**src/design/fws_pkg.sv**
```systemverilog
// package: constants for the frequency word select store
package fws_pkg;
	localparam int unsigned NUM_WORDS = 4;
	localparam int unsigned WORD_BYTES = 6;
	localparam int unsigned NUM_BYTES = NUM_WORDS * WORD_BYTES;
	localparam logic [6:0] DEV_ADDR = 7'h69;
	localparam logic [7:0] WORD_BASE = 8'h10;
	localparam logic [7:0] WORD_LAST = 8'h27;
	localparam logic [7:0] SEL_ADDR = 8'h40;
	localparam logic [7:0] SEL_RESERVED = 8'h00;
	localparam logic [3:0] BIT_COUNT_LAST = 4'h7;
	localparam logic [3:0] BIT_COUNT_ACK = 4'h8;
	localparam logic [1:0] SEL_WIDTH_MASK = 2'h3;
	typedef enum logic [4:0] {
		FWS_IDLE = 5'b00001,
		FWS_ADDR = 5'b00010,
		FWS_MADDR = 5'b00100,
		FWS_DATA = 5'b01000,
		FWS_SKIP = 5'b10000
	} fws_state_t;
endpackage : fws_pkg

```
**src/design/fws_store.sv**
```systemverilog
// frequency word store with serial write slave and word select
// Function
// - at power-on the four programmed words are copied into volatile storage that drives the pll.
// - serial writes change only the volatile copy, and reset restores the programmed state.
// - four words 0..3 are kept, each a six byte block.
// - a select byte holds a two bit field choosing the active word, and writing it switches.
// - the power-on select value is a programmed setting that may name any word.
// - every word can be rewritten over the serial bus.
// - the select byte sits at 40h with bits 1:0 choosing the word and bits 7:2 reserved zero.
// - the slave answers at seven bit address 69h.
`timescale 1ns/1ns
module fws_store (
	input wire logic clock_i,
	input wire logic reset_n_i,
	input wire logic [8*fws_pkg::NUM_BYTES-1:0] prog_words_i,
	input wire logic [1:0] prog_select_i,
	input wire logic scl_i,
	input wire logic sda_i,
	output logic sda_o,
	output logic sda_oe_o,
	output logic [8*fws_pkg::WORD_BYTES-1:0] pll_word_o,
	output logic [1:0] select_o
);
	logic scl_s;
	logic scl_p;
	logic sda_s;
	logic sda_p;
	logic scl_rise;
	logic scl_fall;
	logic start_cond;
	logic stop_cond;

	fws_sync u_scl (
		.clock_i(clock_i),
		.reset_n_i(reset_n_i),
		.async_i(scl_i),
		.sync_o(scl_s),
		.prev_o(scl_p)
	);
	fws_sync u_sda (
		.clock_i(clock_i),
		.reset_n_i(reset_n_i),
		.async_i(sda_i),
		.sync_o(sda_s),
		.prev_o(sda_p)
	);

	// bus events from synchronised levels only
	assign scl_rise = scl_s & ~scl_p;
	assign scl_fall = ~scl_s & scl_p;
	assign start_cond = scl_s & scl_p & sda_p & ~sda_s;
	assign stop_cond = scl_s & scl_p & ~sda_p & sda_s;

	logic [7:0] mem_q [fws_pkg::NUM_BYTES];
	logic [7:0] mem_d [fws_pkg::NUM_BYTES];
	logic [1:0] sel_q;
	logic [1:0] sel_d;
	logic loaded_q;
	logic loaded_d;
	fws_pkg::fws_state_t state_q;
	fws_pkg::fws_state_t state_d;
	logic [3:0] bit_q;
	logic [3:0] bit_d;
	logic [7:0] shift_q;
	logic [7:0] shift_d;
	logic [7:0] maddr_q;
	logic [7:0] maddr_d;
	logic ack_q;
	logic ack_d;
	logic [8*fws_pkg::WORD_BYTES-1:0] pll_q;
	logic [8*fws_pkg::WORD_BYTES-1:0] pll_d;
	logic [7:0] byte_in;
	logic [7:0] word_idx;
	logic wr_en;
	logic word_hit;
	logic sel_hit;

	assign byte_in = {shift_q[6:0], sda_s};
	assign word_idx = maddr_q - fws_pkg::WORD_BASE;
	// a data byte is complete on its eighth rising clock; start and stop need a high clock, so never coincide
	assign wr_en = loaded_q && scl_rise && bit_q == fws_pkg::BIT_COUNT_LAST && state_q == fws_pkg::FWS_DATA;
	// address decode of the byte map: four words, then the select byte
	assign word_hit = maddr_q >= fws_pkg::WORD_BASE && maddr_q <= fws_pkg::WORD_LAST;
	assign sel_hit = maddr_q == fws_pkg::SEL_ADDR;

	// serial slave next-state logic: framing, bit count, byte shift and acknowledge
	always_comb begin
		state_d = state_q;
		bit_d = bit_q;
		shift_d = shift_q;
		maddr_d = maddr_q;
		ack_d = ack_q;
		if (!loaded_q) begin
			// no frame is followed in the cycle that loads the programmed image
			state_d = fws_pkg::FWS_IDLE;
		end else if (start_cond) begin
			// a repeated start also lands here and restarts the address phase
			state_d = fws_pkg::FWS_ADDR;
			bit_d = 4'h0;
			ack_d = 1'b0;
		end else if (stop_cond) begin
			// a stop ends the frame; further bytes wait for a fresh start
			state_d = fws_pkg::FWS_IDLE;
			ack_d = 1'b0;
		end else if (scl_fall && ack_q) begin
			// release sda after the acknowledge clock
			ack_d = 1'b0;
			bit_d = 4'h0;
		end else if (scl_fall && bit_q == fws_pkg::BIT_COUNT_ACK) begin
			// pull sda low only once the clock has fallen, so no false start or stop is made
			unique case (state_q)
				fws_pkg::FWS_IDLE, fws_pkg::FWS_SKIP: ack_d = 1'b0;
				default: ack_d = 1'b1;
			endcase
		end else if (scl_rise && bit_q != fws_pkg::BIT_COUNT_ACK) begin
			// sda is taken on the rising clock, when the master must hold it stable
			shift_d = byte_in;
			bit_d = bit_q + 4'h1;
			if (bit_q == fws_pkg::BIT_COUNT_LAST) begin
				unique case (state_q)
					fws_pkg::FWS_IDLE, fws_pkg::FWS_SKIP: ;
					fws_pkg::FWS_ADDR: begin
						// only writes to our address are taken; a read gets no acknowledge
						if (byte_in[7:1] != fws_pkg::DEV_ADDR || byte_in[0]) begin
							state_d = fws_pkg::FWS_SKIP;
						end else begin
							state_d = fws_pkg::FWS_MADDR;
						end
					end
					fws_pkg::FWS_MADDR: begin
						maddr_d = byte_in;
						state_d = fws_pkg::FWS_DATA;
					end
					fws_pkg::FWS_DATA: begin
						maddr_d = maddr_q + 8'h01; // block writes walk up
					end
				endcase
			end
		end
	end

	// slave registers
	always_ff @(posedge clock_i) begin
		if (!reset_n_i) begin
			state_q <= fws_pkg::FWS_IDLE;
			bit_q <= 4'h0;
			shift_q <= 8'h00;
			maddr_q <= 8'h00;
			ack_q <= 1'b0;
		end else begin
			state_q <= state_d;
			bit_q <= bit_d;
			shift_q <= shift_d;
			maddr_q <= maddr_d;
			ack_q <= ack_d;
		end
	end

	// store and select next values
	always_comb begin
		mem_d = mem_q;
		sel_d = sel_q;
		loaded_d = 1'b1;
		if (!loaded_q) begin
			// first cycle after reset: copy programmed image
			for (int i = 0; i < fws_pkg::NUM_BYTES; i++) begin
				mem_d[i] = prog_words_i[8*i +: 8];
			end
			sel_d = prog_select_i;
		end else if (wr_en) begin
			// bytes outside the map are acknowledged but dropped, so a stray write cannot corrupt the store
			if (word_hit) begin
				mem_d[word_idx[4:0]] = byte_in;
			end else if (sel_hit) begin
				sel_d = byte_in[1:0] & fws_pkg::SEL_WIDTH_MASK; // reserved bits not kept
			end
		end
	end

	// volatile store: reset clears everything to zero; the programmed image returns in the first cycle after reset
	always_ff @(posedge clock_i) begin
		if (!reset_n_i) begin
			for (int i = 0; i < fws_pkg::NUM_BYTES; i++) begin
				mem_q[i] <= 8'h00;
			end
			sel_q <= 2'h0;
			loaded_q <= 1'b0;
		end else begin
			mem_q <= mem_d;
			sel_q <= sel_d;
			loaded_q <= loaded_d;
		end
	end

	// pll word follows the select with no extra command
	always_comb begin
		pll_d = pll_q;
		if (loaded_q) begin
			for (int b = 0; b < fws_pkg::WORD_BYTES; b++) begin
				pll_d[8*b +: 8] = mem_q[sel_q * fws_pkg::WORD_BYTES + b];
			end
		end
	end

	// pll word register: a rewrite of the selected word shows at once, hence the host keeps to idle words
	always_ff @(posedge clock_i) begin
		if (!reset_n_i) begin
			pll_q <= '0;
		end else begin
			pll_q <= pll_d;
		end
	end

	assign sda_o = 1'b0; // open drain: only ever pulls low
	assign sda_oe_o = ack_q;
	assign pll_word_o = pll_q;
	assign select_o = sel_q;
endmodule : fws_store

```
**src/design/fws_sync.sv**
```systemverilog
// two flip-flop synchroniser with a registered copy for edge detection
`timescale 1ns/1ns
module fws_sync (
	input wire logic clock_i,
	input wire logic reset_n_i,
	input wire logic async_i,
	output logic sync_o,
	output logic prev_o
);
	logic meta_q;
	logic meta_d;
	logic sync_q;
	logic sync_d;
	logic prev_q;
	logic prev_d;

	// first stage is read only by the second
	always_comb begin
		meta_d = async_i;
		sync_d = meta_q;
		prev_d = sync_q;
	end

	// idle bus level is high, so reset to one
	always_ff @(posedge clock_i) begin
		if (!reset_n_i) begin
			meta_q <= 1'b1;
			sync_q <= 1'b1;
			prev_q <= 1'b1;
		end else begin
			meta_q <= meta_d;
			sync_q <= sync_d;
			prev_q <= prev_d;
		end
	end

	assign sync_o = sync_q;
	assign prev_o = prev_q;
endmodule : fws_sync

```
**config.mk**
```make
export PLATFORM = sky130hd
export DESIGN_NAME = fws_store
export DESIGN_NICKNAME = d
export VERILOG_FILES = /design/src/design/fws_pkg.sv /design/src/design/fws_store.sv /design/src/design/fws_sync.sv
export SDC_FILE = /design/constraint.sdc
export NUM_CORES = 1
export LEC_CHECK = 0
export BUFFER_PORTS_ARGS = -buffer_cell sky130_fd_sc_hd__clkbuf_2
export CAP_MARGIN = 40
export CORE_AREA = 2 2 194 196
export DETAILED_ROUTE_END_ITERATION = 10
export DIE_AREA = 0 0 196 198
export PLACE_DENSITY = 0.62
export SLEW_MARGIN = 0
export SYNTH_ARGS = -nofsm -noshare
export SYNTH_HDL_FRONTEND = slang
export SYNTH_SLANG_ARGS = --single-unit
```
**constraint.sdc**
```tcl
create_clock -name clock_i -period 3.2 [get_ports clock_i]
set_input_delay 0.16 -clock clock_i [delete_from_list [all_inputs] [get_ports clock_i]]
set_output_delay 0.16 -clock clock_i [all_outputs]
set_load 0.01 [all_outputs]
```
**Word-level counts from Yosys, hierarchy flattened**

Index checks and enable logic that the tools add are counted.

- Register bits: 274
- Word-level logic and storage cells: 175

- Multiplexer cells: 48
- Order comparisons: 10
- Reduce and logical (&&, ||, !) cells: 27
- Add/sub/neg operators: 8
- Equality and inequality tests: 18
- $mul: 1
- Bitwise logic cells: 24

Operators with widths:

| operator | number |
|---|---|
| $mux 192 | 3 |
| $bmux 8 s5 | 6 |
| $ge 33x6->1 const B | 6 |
| $bwmux 192 | 1 |
| $not 6->33 | 5 |
| $mux 8 | 13 |
| $demux 8 s5 | 1 |
| $not 5->33 | 1 |
| $mux 2 | 10 |
| $mux 4 | 5 |
| $pmux 8 s2 | 1 |
| $add 5x2->6 const B | 2 |
| $add 5x3->6 const B | 2 |
| $not 1->1 | 10 |
| $pmux 5 s2 | 1 |
| $reduce_and 5->1 | 2 |
| $ne 3x3->1 const B | 3 |
| $reduce_bool 3->1 | 3 |
| $add 8x1->8 const B | 1 |
| $eq 8x7->1 const B | 1 |
| $ge 8x5->1 const B | 1 |
| $le 8x6->1 const B | 1 |
| $logic_and 1x1->1 | 8 |
| $reduce_and 8->1 | 1 |
| other kinds (30) | 48 |

**Logic depth before layout (Yosys ltp)**

Gate-level depths: netlist (run 1).

- Depth in word-level cells: 10
- Mapped depth: 11
- Depth with buffers taken out: 6

**Cells and area by module**

From an unflattened synthesis (run 1), not the netlist that was laid out.

- Cells, all modules: 1850
- Area total of the unflattened synthesis: 16284.4 µm²

Modules (own cells, without submodules):

| module | times used | cells each | area an instance (µm²) |
|---|---|---|---|
| fws_store | 1 | 1838 | 16126.7 |
| fws_sync | 2 | 6 | 78.8 |

**Least setup slack after synthesis (run 1)**

OpenSTA, ideal clock, no wires.

- Path kind: flip-flop to flip-flop
- Start: reg sel_q[0], in the netlist select_o[0]
- End: reg pll_q, in the netlist pll_word_o[46]
- Setup time: 132 ps
- Path slack: 436 ps
- Stages on the path, launching flop included: 11
- Data arrival time: 2632 ps
- Period minus slack after synthesis: 2764 ps
- Path buffers: 5
- Cells stage by stage: dfxtp_1 -> buf_2 -> buf_2 -> buf_2 -> inv_1 -> ha_1 -> buf_2 -> buf_2 -> mux2_2 -> a22oi_1 -> a21oi_1

- Word-level cells in the longest chain between the ends: 6

Ends and longest elaborated chain:

| element | line | text |
|---|---|---|
| from (decl) | fws_store.sv:56 | `logic [1:0] sel_q;` |
| from (signal assigned) | fws_store.sv:190 | `sel_q <= sel_d;` |
| $mul 2x2->4 | fws_store.sv:200 | `pll_d[8*b +: 8] = mem_q[sel_q * fws_pkg::WORD_BYTES + b];` |
| $add 5x3->6 | fws_store.sv:200 |  |
| $not 6->33 (implied by the code) | fws_store.sv:200 |  |
| $bmux 8 s5 | fws_store.sv:200 |  |
| $mux 8 (implied by the code) (2 in series) | fws_store.sv:200 |  |
| to (signal assigned) | fws_store.sv:210 | `pll_q <= pll_d;` |
| to (decl) | fws_store.sv:70 | `logic [8*fws_pkg::WORD_BYTES-1:0] pll_q;` |

No other way between the ends. The select of a mux whose other input is x is not followed.
A chain may end at the register's enable or synchronous reset.

**Worst setup path in the final report (run 1)**

- Start: reg sel_q[1], in the netlist select_o[1]
- End: reg pll_q, in the netlist pll_word_o[39]

The elaborated chain is that of the path after synthesis.

==> flow_summary.toml, run 1 <==
[clocking]
cts-resized-gates = 0
cts_tree = "done"
cts_sinks = 274
cts-root-buf = "clkbuf_16"
clk_path_buf_depth = 3
path_clk_slew_ns = 0.07
postCtsSetupBuffers = 0
htreeDepth = 1
cts_made_buffers = 31
worstSkewPairLatency_ns = 0.59

[routing]
num_vias = 18300
finalWirelength_mm = 72.6
firstDrtPassIters = 6
antenna_left = 0
wl_per_cell_microns = 27.5
drc = 0
drt-initial-drc-count = 2669
routed_via_density = 6.95

[power]
peakVddDrop_mv = 0.464
power_density_nw_per_um2 = 442
netSwitchingPower_mw = 2.69
power_mw = 9.31
swShare_pct = 28.9
clkPwrFrac_pct = 39.2
p_int_mw = 6.62
p_leak_nw = 7.61
p_seq_share_pct = 42.4
power_frac_comb_pct = 18.5

[setup_path]
reg2reg_depth = 7
cp_cell_sequence = "inv_1 > ha_2 > buf_4 > mux4_2 > mux2i_1 > a21oi_1 > o211a_1"
worst_r2r_startpoint = "select_o[1]$_SDFFE_PN0P_"
cp-start-kind = "flop"
cp-end-kind = "flop"
r2r-end = "pll_word_o[39]$_SDFFE_PN0P_"
worstSetupPathType = "reg2reg"
cp_max_fo = 30
critPathBufInv = 2
crit_family = "adder cells"
crit_path_top_delay_cell = "ha_2"
critical_path_required_ns = 3.68
reg2reg_slack_ns = 0.51
cp.arrival_ns = 3.17
slowest_delay_ns = 0.77

[placed_design]
placed_cells = 2389
port_buffers = 248
gp_congestion = 0.974
hpwl_mm = 48.0

[sta]
clock_skew_ns = 0.0102
worst_pin_slew_ns = 1.03
finalMaxSlewViolations = 0
fin_crit_ns = 2.69
finalSetupViolations = 0
final_hold_viol_count = 0
rsz0062_at_grt = "false"
period_share_pct = 84.0
fin_setup_tns_ns = 0
max_freq_mhz = 372
slew_headroom_pct = 31.3

[grt]
grt_pass1_wl_mm = 107
track_usage_pct = 36.1
grt_antenna_before_repair = 1
grt_max_degree = 189
grt_overflow_total = 0
grt_pass1_vias = 17300

[worst_hold_path]
min_from = "prog_select_i[0]"
min_path_type = "in2reg"
min_path_cells = 3
min_to = "select_o[0]$_SDFFE_PN0P_"

[yosys]
synth_cell_types = 61
ys_seq_area_share_pct = 33.0
yosys_warnings = 0
synth-seq-cells = 274
netlist_area_sq_um = 16600
synth_edf_count = 0
async_flop_share_pct = 0
synthFlopType = "dfxtp_1"
syn_avg_cell_area_sq_um = 8.98
synthCells = 1851
synth.net_count = 2059

[die]
die_x_microns = 196
die_area_sq_um = 38800
core_area_sq_um = 37000
pin_count = 250
initial_core_util_pct = 45.0
die-height_microns = 198
row_count = 71

[layout]
finalNonFillerCells = 2634
diodes = 0
final_nets = 2346
area_delta_synth_final_pct = 26.6
layout-drive-gt1-share_pct = 23.5
final_util_pct = 56.9

[job]
max-cap-violations = 0

[run_status]
outcome = "complete, no violations"
-- worst max-delay path by stage --
stage,start,endpoint,cells past startpoint
after floorplan,select_o[0]$_SDFFE_PN0P_,pll_word_o[46]$_SDFFE_PN0P_,10
after global placement,select_o[1]$_SDFFE_PN0P_,pll_word_o[39]$_SDFFE_PN0P_,7
after detailed placement,select_o[1]$_SDFFE_PN0P_,pll_word_o[39]$_SDFFE_PN0P_,7
after CTS,select_o[1]$_SDFFE_PN0P_,pll_word_o[39]$_SDFFE_PN0P_,7
after global routing,bit_q[0]$_SDFFE_PN0P_,mem_q[100]$_SDFFE_PN0P_,6
final,select_o[1]$_SDFFE_PN0P_,pll_word_o[39]$_SDFFE_PN0P_,7
-- cells by family (layout without fill, tap and decap cells) --
family,count (synthesis),in the layout,share of synthesized area [%]
adder cells (fa/ha/maj),10,10,0.753
buffers and inverters,273,582,6.87
AND/OR/NAND/NOR,207,207,6.68
multiplexers,151,151,17.6
flip-flops,274,274,33.0
other,1,1,0.0226
XOR/XNOR,4,4,0.211
AO/OA/AOI/OAI,931,931,34.8
-- cells in the final DEF (no fill, tap or decap), types with 5 or more instances in the layout --
master         Yosys  final
clkbuf_8           0      8
mux2i_1           22     22
a41oi_1          112    112
clkbuf_2           0    247
o22ai_1            5      5
clkinv_2           0      6
nor2b_1           12     11
dlygate4sd3_1      0    190
nand3_1           21     21
clkbuf_16          0     31
buf_4              2     50
inv_1             24     24
a21oi_1          219    219
ha_1              10      8
nand2b_1          18     17
o21ai_0          301    301
a211oi_1           6      6
a22oi_1           17     17
mux4_2           112    112
a31oi_1           87     87
clkbuf_1         187      5
mux2_2            17     17
nand2_1           37     37
nor2_1            49     48
o211a_1           16     16
o31ai_1          137    137
buf_12             0     12
a221oi_1          15     15
nand4_1           32     32
dfxtp_1          274    269
-- stage by stage --
step	hold WS [ns]	area, sq um	worst slack (ns)
after floorplan	0.188	16600	0.436
after global placement	0.349	18100	0.669
after detailed placement	0.347	18100	0.668
after CTS	0.00310	21000	0.653
after global routing	0.0321	21000	0.425
final	0.00627	21000	0.511
-- cells in the mapped netlist (all sizes together) (18+ instances only) --
| cell | instances | area [sq um] |
|---|---|---|
| mux4 | 112 | 2520 |
| inv | 25 | 93.8 |
| a21oi | 219 | 1100 |
| mux2i | 22 | 220 |
| nor2 | 50 | 190 |
| a41oi | 112 | 981 |
| nand2b | 18 | 113 |
| o21ai | 302 | 1510 |
| a31oi | 87 | 544 |
| o31ai | 137 | 1030 |
| nand3 | 21 | 105 |
| dfxtp | 274 | 5490 |
| clkbuf | 187 | 702 |
| nand4 | 32 | 200 |
| buf | 61 | 347 |
| nand2 | 37 | 139 |
-- cell type report --
class	count	area (sq um)
Clock inverter	11	113
Tap cell	474	593
Timing Repair Buffer	502	3810
Multi-Input combinational cell	1304	10000
Fill cell	3279	15900
Sequential cell	274	5500
Clock buffer	44	905
Inverter	25	96.3
-- routing by layer --
layer | up-vias | track usage (%) | routed length [microns]
li1 | 7924 | - | -
met1 | 8949 | 46.4 | 27500
met2 | 1183 | 56.4 | 32600
met3 | 253 | 8.33 | 8160
met4 | 0 | 19.8 | 4280
met5 | - | 0 | 0
-- worst register-to-register path, cell delays in order, from the launching register on --
cell     delay (ns)
dfxtp_1        0.39
inv_1          0.13
ha_2           0.77
buf_4          0.30
mux4_2         0.29
mux2i_1        0.39
a21oi_1        0.14
o211a_1        0.16
-- sequential cells by signal, summed over array words and instances (netlist names), 2 cells and up --
signal and count:
shift_q 7, bit_q 4, pll_word_o 48, select_o 2
mem_q 192, maddr_q 8, state_q 5
-- power by group through the flow --
stage | registers, mW | clock network (mW) | logic [mW]
after floorplan | 3.86 | 0 | 1.00
after global placement | 3.99 | 0 | 1.47
after detailed placement | 4.00 | 0 | 1.50
after CTS | 3.92 | 3.65 | 1.68
after global routing | 3.95 | 3.80 | 1.84
final | 3.94 | 3.65 | 1.72
-- timing repair --
item	in CTS	in global routing
endpoints found under the setup margin	0	0
hold endpoints to repair	194	0
hold buffers	190	0
Power figures use the tool's default switching activity.
==> run 2, diff against run 1 <==
--- a/config.mk
+++ b/config.mk
@@ -10,7 +10,7 @@
 export CORE_AREA = 2 2 194 196
 export DETAILED_ROUTE_END_ITERATION = 10
 export DIE_AREA = 0 0 196 198
-export PLACE_DENSITY = 0.62
+export PLACE_DENSITY = 0.64
 export SLEW_MARGIN = 0
 export SYNTH_ARGS = -nofsm -noshare
 export SYNTH_HDL_FRONTEND = slang
==> constraint.sdc (replaced) <==
create_clock -name clock_i -period 2.31 [get_ports clock_i]
set_input_delay 0.1155 -clock clock_i [delete_from_list [all_inputs] [get_ports clock_i]]
set_output_delay 0.1155 -clock clock_i [all_outputs]
set_load 0.01 [all_outputs]
==> flow_summary.toml, run 2 (synthesis results as in run 1) <==
[placed_design]
port_buffers = 248
hpwl_mm = 48.5
gp_congestion = 0.947

[sta]
hold_slack_ns = 0.0204
rsz0062_at_grt = "true"
worst_pin_slew_ns = 0.951
period_share_pct = 98.7
finalMaxSlewViolations = 0
max_freq_mhz = 438
finalSetupViolations = 0
fin_crit_ns = 2.28
slew_headroom_pct = 36.4
clock_skew_ns = 0.00805
final_hold_viol_count = 0

[setup_path]
reg2reg_slack_ns = 0.03
cp-end-kind = "flop"
crit_family = "multiplexers"
cp.arrival_ns = 2.74
cp-start-kind = "flop"
crit_path_top_delay_cell = "mux2i_1"
reg2reg_depth = 7
r2r-end = "pll_word_o[36]$_SDFFE_PN0P_"
critical_path_required_ns = 2.77
worstSetupPathType = "reg2reg"
critPathBufInv = 2
slowest_delay_ns = 0.39
worst_r2r_startpoint = "select_o[1]$_SDFFE_PN0P_"
cp_max_fo = 40
cp_cell_sequence = "inv_1 > ha_2 > buf_12 > mux4_2 > mux2i_1 > a21oi_1 > o211a_1"

[layout]
mostFrequentLayoutCells = "o21ai_0, dfxtp_1, clkbuf_2"
top_register = "mem_q"
final_common_cell = "o21ai_0"
diodes = 0
final_nets = 2410
final_util_pct = 58.6
layout-drive-gt1-share_pct = 24.3
area_delta_synth_final_pct = 30.3
largest_reg_flops = 192

[grt]
grt_overflow_total = 0
grt_antenna_before_repair = 0
grt_pass1_wl_mm = 106
grt_pass1_vias = 17200
grt_max_degree = 148
track_usage_pct = 35.8

[power]
p_leak_nw = 7.90
peakVddDrop_mv = 0.634
power_density_nw_per_um2 = 588

[routing]
drc = 0
finalWirelength_mm = 72.4
firstDrtPassIters = 6
wl_per_cell_microns = 26.9
drt-initial-drc-count = 2672
antenna_left = 0
routed_via_density = 6.87
num_vias = 18500

[clocking]
htreeDepth = 1
cts_tree = "done"
cts-root-buf = "clkbuf_16"
postCtsSetupBuffers = 0
cts_made_buffers = 30
clk_path_buf_depth = 3
worstSkewPairLatency_ns = 0.57
path_clk_slew_ns = 0.07
cts_sinks = 274

[die]
initial_core_util_pct = 45.0
row_count = 71
core_area_sq_um = 37000
die_area_sq_um = 38800
pin_count = 250
die_x_microns = 196
die-height_microns = 198

[worst_hold_path]
min_to = "select_o[0]$_SDFFE_PN0P_"
min_path_cells = 3
min_from = "prog_select_i[0]"
min_path_type = "in2reg"

[run_status]
outcome = "complete, no violations"

[job]
max-cap-violations = 0
==> run 2: routing by layer <==
| layer | share of wire [%] | wire length [microns] | track usage, % |
|---|---|---|---|
| met2 | 46 | 33600 | 58.7 |
| met3 | 11 | 8170 | 7.26 |
| met1 | 37 | 26800 | 45.8 |
| met4 | 5.2 | 3800 | 16.0 |
| met5 | 0 | 0 | 0 |
==> run 2: power by group <==
part / internal [mW] / total [mW] / switching, mW
Sequential: 5.05 / 5.48 / 0.429
Clock: 2.77 / 4.78 / 2.01
Combinational: 1.30 / 2.48 / 1.18
Total: 9.12 / 12.7 / 3.63
==> run 2: worst register-to-register path, cell delays in order, from the launching register on <==
cell	delay, ns
dfxtp_1	0.37
inv_1	0.12
ha_2	0.38
buf_12	0.29
mux4_2	0.35
mux2i_1	0.39
a21oi_1	0.14
o211a_1	0.14
==> run 2: layout make-up <==
| type | count | area [sq um] |
|---|---|---|
| clock inverter | 3 | 15.0 |
| clock buffer | 47 | 947 |
| inverter | 25 | 96.3 |
| tap | 474 | 593 |
| timing repair buffer | 567 | 4460 |
| multi-input combinational | 1304 | 10100 |
| fill | 3197 | 15300 |
| sequential | 274 | 5500 |
==> run 2: how the worst max path moves through the flow <==
| stage | start | endpoint | slack (ns) | cells after the start |
|---|---|---|---|---|
| 2_1_floorplan | select_o[0]$_SDFFE_PN0P_ | pll_word_o[14]$_SDFFE_PN0P_ | 0.03 | 9 |
| 3_3_place_gp | select_o[0]$_SDFFE_PN0P_ | pll_word_o[35]$_SDFFE_PN0P_ | 0.03 | 6 |
| 3_5_place_dp | select_o[0]$_SDFFE_PN0P_ | pll_word_o[35]$_SDFFE_PN0P_ | -0.01 | 6 |
| 4_1_cts | select_o[0]$_SDFFE_PN0P_ | pll_word_o[36]$_SDFFE_PN0P_ | 0.03 | 6 |
| 5_1_grt | select_o[0]$_SDFFE_PN0P_ | pll_word_o[20]$_SDFFE_PN0P_ | -0.02 | 5 |
| 6_report | select_o[1]$_SDFFE_PN0P_ | pll_word_o[36]$_SDFFE_PN0P_ | 0.03 | 7 |
==> run 2: per-stage QoR <==
stage / total power [mW] / instance area, sq um / worst slack [ns] / TNS, ns / instances
after floorplan: 6.75 / 16700 / 0.0265 / 0 / 1851
after global placement: 7.61 / 18400 / 0.0250 / 0 / 2419
after detailed placement: 7.66 / 18400 / -0.0123 / -0.0123 / 2420
after CTS: 12.7 / 21600 / 0.0322 / 0 / 2693
after global routing: 13.1 / 21700 / -0.0167 / -0.0167 / 2694
final: 12.7 / 21700 / 0.0290 / 0 / 2694
==> run 2: what timing repair did <==
item	4_1_cts	5_1_grt
endpoints found under the hold margin	203	0
setup endpoints to repair	1	7
pin swaps	0	0
resized for setup	1	6
gates cloned	0	1
hold buffers	223	0
